File: src/verilog/irq_cfg.svh
// Constants of the asynchronous trap interrupt controller.
// Assumes inclusion by bare name from the design files.
`ifndef IRQ_CFG_SVH
`define IRQ_CFG_SVH

// Register byte offsets, one aligned word each
`define IRQ_ADR_PENDING 8'h00
`define IRQ_ADR_MASK 8'h04
`define IRQ_ADR_CLEAR 8'h08
`define IRQ_ADR_SHAPE 8'h0c
`define IRQ_ADR_FORCE 8'h10
`define IRQ_ADR_STATUS 8'h14

// Reset values
`define IRQ_RST_MASK 16'h0000
`define IRQ_RST_SHAPE 14'h0000
`define IRQ_RST_PIN 5'h1f

// Fixed levels of the internal sources
`define LVL_WDOG 4'hf
`define LVL_RTC 4'hd
`define LVL_GPT 4'hc
`define LVL_DMA_TMO 4'h9
`define LVL_DMA_ACC 4'h8
`define LVL_UART_ERR 4'h7
`define LVL_MEM_CORR 4'h6
`define LVL_UART_B 4'h5
`define LVL_UART_A 4'h4
`define LVL_HW_ERR 4'h1

// Levels of external inputs 0 to 4
`define LVL_EXT0 4'h2
`define LVL_EXT1 4'h3
`define LVL_EXT2 4'ha
`define LVL_EXT3 4'hb
`define LVL_EXT4 4'he

// Trap type is this base plus the level
`define TT_BASE 8'h10
// Trap type field position within the trap address
`define TT_LSB 4
// Status register field positions
`define STAT_TT_LSB 8

`endif

File: src/verilog/async_trap_interrupt_controller_end.sv
`timescale 1ns/1ps
// (intentionally left as part of repository layout)

File: src/verilog/irq_pkg.sv
// Types of the asynchronous trap interrupt controller.
// Assumes nothing beyond a SystemVerilog compiler.
package irq_pkg;

    // One bit per level, bit 0 unused
    typedef logic [15:0] lvl_vec_t;
    typedef logic [3:0] level_t;

    // Single-cycle event pulses from internal sources
    typedef struct packed {
        logic wdog;
        logic rtc;
        logic gpt;
        logic dma_tmo;
        logic dma_acc;
        logic uart_err;
        logic mem_corr;
        logic uart_b;
        logic uart_a;
    } int_src_t;

    // Shape setting for the external lines
    typedef struct packed {
        logic ack_en;
        logic [2:0] ack_sel;
        logic [4:0] edge_sel;
        logic [4:0] pol_high;
    } shape_t;

endpackage : irq_pkg

File: src/verilog/async_trap_interrupt_controller.sv
// Prioritising interrupt controller with a Wishbone register slave.
// Assumes internal events are pulses on clk_i and the external lines
// are asynchronous pins. Acknowledge and trap address come from the
// processor on clk_i.
//
// Overview of operation
// - Fifteen event sources, one level each
// - Trap type is 0x10 plus level
// - Internal sources sit on fixed levels
// - External inputs 0-4 at 2,3,10,11,14
// - Per-source mask, level 15 never masked
// - Readable pending bits, write-one clear
// - Acknowledge clears pending bit by trap address
// - Pending interrupt drives its level out
// - Highest pending level is presented
// - Higher level replaces unacknowledged lower
// - Shape selects polarity and edge/level
// - Selected external ack gives pulse
// - External input needs two active cycles
// - Edge mode sets on active transition
// - Level mode follows line state
// - Masked hardware error sets level 1
// - Watchdog timeout sets level 15
// - DMA timeout sets level 9
// - DMA access error sets level 8
// - UART ready per channel, shared error
// - Corrected memory error sets level 6
// - Real time tick and timer expiry
`timescale 1ns/1ps
`include "irq_cfg.svh"

module async_trap_interrupt_controller #(
    parameter int N_HW_ERR = 8
) (
    input wire logic clk_i,
    input wire logic rst_i,
    input wire logic wb_cyc_i,
    input wire logic wb_stb_i,
    input wire logic wb_we_i,
    input wire logic [7:0] wb_adr_i,
    input wire logic [3:0] wb_sel_i,
    input wire logic [31:0] wb_dat_i,
    output logic [31:0] wb_dat_o,
    output logic wb_ack_o,
    input irq_pkg::int_src_t int_src_i,
    input wire logic [N_HW_ERR-1:0] hw_err_flags_i,
    input wire logic [N_HW_ERR-1:0] hw_err_masked_i,
    input wire logic [4:0] ext_irq_i,
    input wire logic int_ack_i,
    input wire logic [11:0] ack_trap_addr_i,
    output logic [3:0] interrupt_request_level_o,
    output logic external_ack_pulse_out_o
);

    // ****************************************************************
    // Parameter check
    // ****************************************************************
    if (N_HW_ERR < 1 || N_HW_ERR > 32) begin : g_bad_hw_err
        $error("N_HW_ERR must lie between 1 and 32");
    end

    // ****************************************************************
    // Functions
    // ****************************************************************

    // Level of external input k
    function automatic irq_pkg::level_t ext_level(input logic [2:0] k);
        irq_pkg::level_t l;
        l = 4'h0;
        unique case (k)
            3'h0: l = `LVL_EXT0;
            3'h1: l = `LVL_EXT1;
            3'h2: l = `LVL_EXT2;
            3'h3: l = `LVL_EXT3;
            3'h4: l = `LVL_EXT4;
            default: l = 4'h0;
        endcase
        return l;
    endfunction : ext_level

    // Highest set level, zero when none
    function automatic irq_pkg::level_t highest_level(input irq_pkg::lvl_vec_t v);
        irq_pkg::level_t l;
        l = 4'h0;
        for (int i = 1; i < 16; i++) begin
            if (v[i]) begin
                l = 4'(i);
            end
        end
        return l;
    endfunction : highest_level

    // Trap type of a level
    function automatic logic [7:0] level_to_trap_type(input irq_pkg::level_t l);
        return `TT_BASE + {4'h0, l};
    endfunction : level_to_trap_type

    // One-hot of a level
    function automatic irq_pkg::lvl_vec_t level_bit(input irq_pkg::level_t l);
        return 16'h0001 << l;
    endfunction : level_bit

    // Byte-lane merge of a 16-bit register
    function automatic logic [15:0] merge16(input logic [15:0] old_v,
                                            input logic [15:0] new_v,
                                            input logic [1:0] sel);
        return {sel[1] ? new_v[15:8] : old_v[15:8],
                sel[0] ? new_v[7:0] : old_v[7:0]};
    endfunction : merge16

    // ****************************************************************
    // Declarations
    // ****************************************************************
    irq_pkg::lvl_vec_t pend_reg;
    irq_pkg::lvl_vec_t pend_next;
    irq_pkg::lvl_vec_t mask_reg;
    irq_pkg::lvl_vec_t eff_vec;
    irq_pkg::lvl_vec_t set_vec;
    irq_pkg::lvl_vec_t clr_vec;
    irq_pkg::lvl_vec_t bus_clr;
    irq_pkg::lvl_vec_t bus_force;
    irq_pkg::lvl_vec_t ack_clr;
    irq_pkg::shape_t shape_reg;
    irq_pkg::level_t irl_reg;
    irq_pkg::level_t ack_lvl;
    logic [7:0] ack_tt;
    logic ack_valid;
    logic [4:0] pin_s1_reg;
    logic [4:0] pin_s2_reg;
    logic [4:0] pin_s3_reg;
    logic [4:0] pin_stable_reg;
    logic [4:0] ext_act;
    logic [4:0] act_d_reg;
    logic [4:0] ext_filt_reg;
    logic [4:0] filt_d_reg;
    logic [4:0] ext_edge;
    logic hw_err_masked;
    logic ack_reg;
    logic [31:0] rdata_reg;
    logic pulse_reg;
    logic bus_req;
    logic bus_wr;
    logic [7:0] adr_w;

    // ****************************************************************
    // Wishbone slave
    // ****************************************************************

    // Request decode, taken once per access
    assign bus_req = wb_cyc_i & wb_stb_i & ~ack_reg;
    assign bus_wr = bus_req & wb_we_i;
    assign adr_w = {wb_adr_i[7:2], 2'b00};

    // Acknowledge one cycle after the request
    always_ff @(posedge clk_i) begin
        if (rst_i) begin
            ack_reg <= 1'b0;
        end else begin
            ack_reg <= bus_req;
        end
    end

    // Read data; unmapped and write-only words read zero
    always_ff @(posedge clk_i) begin
        if (rst_i) begin
            rdata_reg <= 32'h0000_0000;
        end else if (bus_req) begin
            rdata_reg <= 32'h0000_0000;
            unique case (adr_w)
                `IRQ_ADR_PENDING: rdata_reg[15:0] <= pend_reg;
                `IRQ_ADR_MASK: rdata_reg[15:0] <= mask_reg;
                `IRQ_ADR_SHAPE: rdata_reg[13:0] <= shape_reg;
                `IRQ_ADR_STATUS: begin
                    rdata_reg[3:0] <= irl_reg;
                    rdata_reg[`STAT_TT_LSB +: 8] <= (irl_reg != 4'h0) ?
                        level_to_trap_type(irl_reg) : 8'h00;
                end
                default: rdata_reg <= 32'h0000_0000;
            endcase
        end
    end

    assign wb_ack_o = ack_reg;
    assign wb_dat_o = rdata_reg;

    // ****************************************************************
    // Mask and shape registers
    // ****************************************************************

    // Mask, level 15 and bit 0 fixed clear
    always_ff @(posedge clk_i) begin
        if (rst_i) begin
            mask_reg <= `IRQ_RST_MASK;
        end else if (bus_wr && adr_w == `IRQ_ADR_MASK) begin
            mask_reg <= merge16(mask_reg, wb_dat_i[15:0], wb_sel_i[1:0])
                        & 16'h7ffe;
        end
    end

    // Polarity, edge select and ack pulse select
    always_ff @(posedge clk_i) begin
        if (rst_i) begin
            shape_reg <= `IRQ_RST_SHAPE;
        end else if (bus_wr && adr_w == `IRQ_ADR_SHAPE) begin
            shape_reg <= 14'(merge16({2'b00, shape_reg}, wb_dat_i[15:0],
                                     wb_sel_i[1:0]));
        end
    end

    // Write-one clear and forced set strobes
    always_comb begin
        bus_clr = 16'h0000;
        bus_force = 16'h0000;
        if (bus_wr && adr_w == `IRQ_ADR_CLEAR) begin
            bus_clr = merge16(16'h0000, wb_dat_i[15:0], wb_sel_i[1:0]);
        end
        if (bus_wr && adr_w == `IRQ_ADR_FORCE) begin
            bus_force = merge16(16'h0000, wb_dat_i[15:0], wb_sel_i[1:0]);
        end
        bus_clr[0] = 1'b0;
        bus_force[0] = 1'b0;
    end

    // ****************************************************************
    // External line conditioning
    // ****************************************************************

    // Three-stage pin synchroniser
    always_ff @(posedge clk_i) begin
        if (rst_i) begin
            pin_s1_reg <= `IRQ_RST_PIN;
            pin_s2_reg <= `IRQ_RST_PIN;
            pin_s3_reg <= `IRQ_RST_PIN;
        end else begin
            pin_s1_reg <= ext_irq_i;
            pin_s2_reg <= pin_s1_reg;
            pin_s3_reg <= pin_s2_reg;
        end
    end

    // Accept a change once stages two and three agree
    always_ff @(posedge clk_i) begin
        if (rst_i) begin
            pin_stable_reg <= `IRQ_RST_PIN;
        end else begin
            for (int k = 0; k < 5; k++) begin
                if (pin_s2_reg[k] == pin_s3_reg[k]) begin
                    pin_stable_reg[k] <= pin_s3_reg[k];
                end
            end
        end
    end

    // Polarity, active when line matches setting
    assign ext_act = ~(pin_stable_reg ^ shape_reg.pol_high);

    always_ff @(posedge clk_i) begin
        if (rst_i) begin
            act_d_reg <= 5'h00;
            ext_filt_reg <= 5'h00;
            filt_d_reg <= 5'h00;
        end else begin
            act_d_reg <= ext_act;
            ext_filt_reg <= ext_act & act_d_reg;
            filt_d_reg <= ext_filt_reg;
        end
    end

    assign ext_edge = ext_filt_reg & ~filt_d_reg;

    // ****************************************************************
    // Acknowledge decode
    // ****************************************************************

    // Trap type from the acknowledge trap address
    assign ack_tt = ack_trap_addr_i[`TT_LSB +: 8];
    assign ack_valid = int_ack_i && (ack_tt & 8'hf0) == `TT_BASE
                       && ack_tt[3:0] != 4'h0;
    assign ack_lvl = ack_tt[3:0];
    assign ack_clr = ack_valid ? level_bit(ack_lvl) : 16'h0000;

    // Pulse when the selected external line is acknowledged
    always_ff @(posedge clk_i) begin
        if (rst_i) begin
            pulse_reg <= 1'b0;
        end else begin
            pulse_reg <= ack_valid && shape_reg.ack_en
                         && shape_reg.ack_sel <= 3'h4
                         && ack_lvl == ext_level(shape_reg.ack_sel);
        end
    end

    assign external_ack_pulse_out_o = pulse_reg;

    // ****************************************************************
    // Pending bits
    // ****************************************************************

    assign hw_err_masked = |(hw_err_flags_i & hw_err_masked_i);

    // Gather set events onto their levels
    always_comb begin
        set_vec = bus_force;
        set_vec[`LVL_WDOG] = set_vec[`LVL_WDOG] | int_src_i.wdog;
        // Real time tick and timer expiry
        set_vec[`LVL_RTC] = set_vec[`LVL_RTC] | int_src_i.rtc;
        set_vec[`LVL_GPT] = set_vec[`LVL_GPT] | int_src_i.gpt;
        set_vec[`LVL_DMA_TMO] = set_vec[`LVL_DMA_TMO] | int_src_i.dma_tmo;
        set_vec[`LVL_DMA_ACC] = set_vec[`LVL_DMA_ACC] | int_src_i.dma_acc;
        // UART ready per channel, shared error
        set_vec[`LVL_UART_ERR] = set_vec[`LVL_UART_ERR] | int_src_i.uart_err;
        set_vec[`LVL_UART_B] = set_vec[`LVL_UART_B] | int_src_i.uart_b;
        set_vec[`LVL_UART_A] = set_vec[`LVL_UART_A] | int_src_i.uart_a;
        set_vec[`LVL_MEM_CORR] = set_vec[`LVL_MEM_CORR] | int_src_i.mem_corr;
        set_vec[`LVL_HW_ERR] = set_vec[`LVL_HW_ERR] | hw_err_masked;
        for (int k = 0; k < 5; k++) begin
            if (shape_reg.edge_sel[k] && ext_edge[k]) begin
                set_vec = set_vec | level_bit(ext_level(3'(k)));
            end
        end
    end

    assign clr_vec = bus_clr | ack_clr;

    // Set wins over clear; level lines follow the line
    always_comb begin
        pend_next = (pend_reg & ~clr_vec) | set_vec;
        // Level mode tracks the filtered line
        for (int k = 0; k < 5; k++) begin
            if (!shape_reg.edge_sel[k]) begin
                pend_next[ext_level(3'(k))] = ext_filt_reg[k]
                    | bus_force[ext_level(3'(k))];
            end
        end
        pend_next[0] = 1'b0;
    end

    // Pending register
    always_ff @(posedge clk_i) begin
        if (rst_i) begin
            pend_reg <= 16'h0000;
        end else begin
            pend_reg <= pend_next;
        end
    end

    // ****************************************************************
    // Level request
    // ****************************************************************

    assign eff_vec = pend_reg & ~mask_reg;

    // Highest level, replaced when a higher one arrives
    always_ff @(posedge clk_i) begin
        if (rst_i) begin
            irl_reg <= 4'h0;
        end else begin
            irl_reg <= highest_level(eff_vec);
        end
    end

    assign interrupt_request_level_o = irl_reg;
endmodule : async_trap_interrupt_controller

File: config.mk
export PLATFORM = sky130hd
export DESIGN_NAME = async_trap_interrupt_controller
export DESIGN_NICKNAME = d
export VERILOG_FILES = /design/src/verilog/async_trap_interrupt_controller_end.sv /design/src/verilog/irq_pkg.sv /design/src/verilog/async_trap_interrupt_controller.sv
export VERILOG_INCLUDE_DIRS = /design/src /design/src/verilog
export SDC_FILE = /design/constraint.sdc
export NUM_CORES = 1
export LEC_CHECK = 0
export BUFFER_PORTS_ARGS = -buffer_cell sky130_fd_sc_hd__buf_4
export CORE_ASPECT_RATIO = 1.4
export CORE_MARGIN = 2
export CORE_UTILIZATION = 47
export DETAILED_ROUTE_END_ITERATION = 16
export PLACE_DENSITY = 0.77
export SLEW_MARGIN = 40
export SYNTH_ARGS = -nofsm -noshare
export SYNTH_HDL_FRONTEND = slang
export SYNTH_SLANG_ARGS = --single-unit
File: constraint.sdc
create_clock -name clk_i -period 1.59 [get_ports clk_i]
set_input_delay 0.0795 -clock clk_i [delete_from_list [all_inputs] [get_ports clk_i]]
set_output_delay 0.0795 -clock clk_i [all_outputs]
set_load 0.1 [all_outputs]
==> results.json <==
{
  "status": "completed",
  "cp_cell_sequence": "nand3b_4, nor4_4, buf_6, a211oi_1, o21ai_0, o21ai_1",
  "p_comb_share_pct": 14.0,
  "critPathLaunchType": "flip-flop",
  "antennaDiodeCount": 0,
  "fp-row-count": 41,
  "p_leak_nw": 2.45,
  "clock_path_buffers": 2,
  "met3_usage_pct": 3.47,
  "syn_to_final_growth_pct": 30.2,
  "gp_congestion": 0.922,
  "p_int_w": 0.00392,
  "path_class": "flip-flop to flip-flop",
  "cts.sinks": 100,
  "dieArea_sq_um": 10200,
  "cap_violations": 0,
  "power_density_nw_per_um2": 937,
  "clockPowerShare_pct": 37.9,
  "grtUsageMet2_pct": 43.4,
  "post-dp-hpwl_um": 9210,
  "ys_ff_latch": 100,
  "fin_crit_ns": 1.48,
  "synth_edf_count": 0,
  "ys.warnings.count": 0,
  "synth_area_sq_um": 4430,
  "async_reset_ff_share_pct": 0,
  "totalWireLength_um": 12200,
  "synth_ff_type": "dfxtp_1",
  "coreArea_sq_um": 9080,
  "setup-violations-final": 0,
  "dp_slack_ns": -0.0850,
  "antenna_found_initial": 0,
  "vias_per_cell": 5.53,
  "ir_drop_v": 0.000738,
  "max_freq_ghz": 0.678,
  "largest_reg_flops": 16,
  "drc": 0,
  "grt_pass1_wl_um": 19500,
  "drtAntennaViolNets": 0,
  "busiest_layer": "met2",
  "vias": 4051,
  "grt.total_usage_pct": 24.1,
  "die_y_um": 119,
  "swShare_pct": 27.4,
  "numCtsBuffers": 9,
  "initial_core_util_pct": 48.8,
  "hold_path.class": "primary input to flip-flop",
  "syn_area_per_cell_sq_um": 8.86,
  "clk_pin_slew_ns": 0.07,
  "worstSetupEndpointType": "flip-flop",
  "drive_gt1_share_pct": 26.1,
  "timing.hold.ws_ns": 0.0133,
  "grt_max_degree": 28,
  "drt-pass1-iter-count": 5,
  "h-tree-depth": 3,
  "finalHoldViolations": 0,
  "yosysSeqAreaShare_pct": 45.2,
  "cp_max_fo": 8,
  "fin_setup_tns_ns": 0,
  "ys_types": 55,
  "max_stage_delay_ns": 0.35,
  "die_x_um": 86.0,
  "grt_pass1_vias": 3995,
  "crit_required_ns": 1.81,
  "final_max_slew_viol_count": 0,
  "critPathSlowestCell": "dfxtp_4",
  "grtUsageMet1_pct": 28.7,
  "io_buffer_count": 89,
  "rsz0062_at_grt": "no",
  "overflow": 0,
  "wl_per_cell_um": 16.7,
  "cts_tree": "done",
  "cp.arrival_ns": 1.69,
  "nets": 712,
  "drt-initial-drc-count": 226,
  "cts-root-buf": "clkbuf_16",
  "clock_latency_ns": 0.34,
  "skew_ns": 0.00718,
  "fin_util_pct": 63.5,
  "io-pin-count": 130,
  "fin_ws_ns": 0.114,
  "postSynthCellCount": 500,
  "period_share_pct": 92.8,
  "p_sw_w": 0.00148,
  "total_power_w": 0.00540,
  "seq_power_share_pct": 48.0
}
metal layers:
layer  wire [um]  vias to the layer above
li1            -                     1978
met4         285                        0
met3         589                       24
met1        5030                     1922
met2        6330                      127
met5           0                        -
area by class of cell:
cell class	count	area, sq um
clock buffers	11	243
clock inverters	5	37.5
fillers	788	3310
inverters	3	11.3
multi-input cells	375	2260
flip-flops and latches	100	2010
well taps	107	134
repair buffers	131	1070
final timing paths:
kind	slack [ns]	from	to	depth (start not counted)
max	0.11	wb_ack_o	pend_reg[11]	6
min	0.01	wb_dat_i[15]	pend_reg[15]	3
max reg2reg	0.11	wb_ack_o	pend_reg[11]	6
min reg2reg	0.41	pin_s1_reg[1]	pin_s2_reg[1]	1
what timing repair did:
action                                  4_1_cts  5_1_grt
endpoints found under the setup margin        0       10
hold buffers                                 14        0
buffers inserted                              0        1
hold endpoints to repair                     14        0
resized for setup                             0        1
power by group through the flow:
stage,clock [W],sequential [W],combinational [W]
5_1_grt,0.00217,0.00260,0.000805
6_report,0.00205,0.00260,0.000757
3_3_place_gp,0,0.00265,0.000709
2_1_floorplan,0,0.00273,0.000404
3_5_place_dp,0,0.00265,0.000719
4_1_cts,0.00207,0.00259,0.000749
per-stage QoR:
| step | cell area (sq um) | instances |
|---|---|---|
| 5_1_grt | 5770 | 732 |
| 4_1_cts | 5740 | 730 |
| 2_1_floorplan | 4500 | 515 |
| 3_5_place_dp | 5320 | 700 |
| 6_report | 5770 | 732 |
| 3_3_place_gp | 5320 | 700 |
Yosys cell counts, drive strengths merged (8+ instances only):
| cell type | count | area share, % |
|---|---|---|
| mux2i | 21 | 4.7 |
| or2 | 15 | 2.1 |
| buf | 23 | 3.9 |
| a21oi | 41 | 4.6 |
| nand2 | 64 | 5.4 |
| nand3 | 24 | 2.7 |
| nand2b | 18 | 2.6 |
| nor2b | 14 | 2.1 |
| clkbuf | 15 | 1.3 |
| nor3 | 8 | 1.7 |
| nor2 | 38 | 3.4 |
| o21ai | 23 | 2.6 |
| dfxtp | 100 | 45 |
| a22o | 12 | 2.4 |
| a22oi | 17 | 2.9 |
cells in the final DEF, fill, tap and decap left out, types with 9 or more instances in the layout:
cell type / instances
buf_4: 112
dfxtp_1: 99
nand2_1: 64
a21oi_1: 41
nor2_1: 37
nand3_1: 24
mux2i_1: 21
a22oi_1: 17
nand2b_1: 17
o21ai_0: 17
conb_1: 16
or2_2: 15
dlygate4sd3_1: 14
nor2b_1: 13
a22o_1: 12
clkbuf_16: 9
cells by family (layout without fill, tap and decap cells):
family / count (synthesis) / in the layout / synth area share (%)
simple gates: 210 / 211 / 25.8
fa+ha+maj: 1 / 1 / 0.226
buf+inv: 41 / 150 / 5.42
compound gates: 120 / 120 / 17.3
flops: 100 / 100 / 45.2
mux: 21 / 21 / 4.75
other cells: 1 / 16 / 0.0847
xor+xnor: 6 / 6 / 1.19
critical path, delay by kind of cell, from the launching register on:
kind / cells / cell delay [ns]
AOI/OAI and AO/OA: 3 / 0.23
and+or+nand+nor: 2 / 0.59
buffers and inverters: 1 / 0.18
DFF: 1 / 0.35
Power figures use the tool's default switching activity.
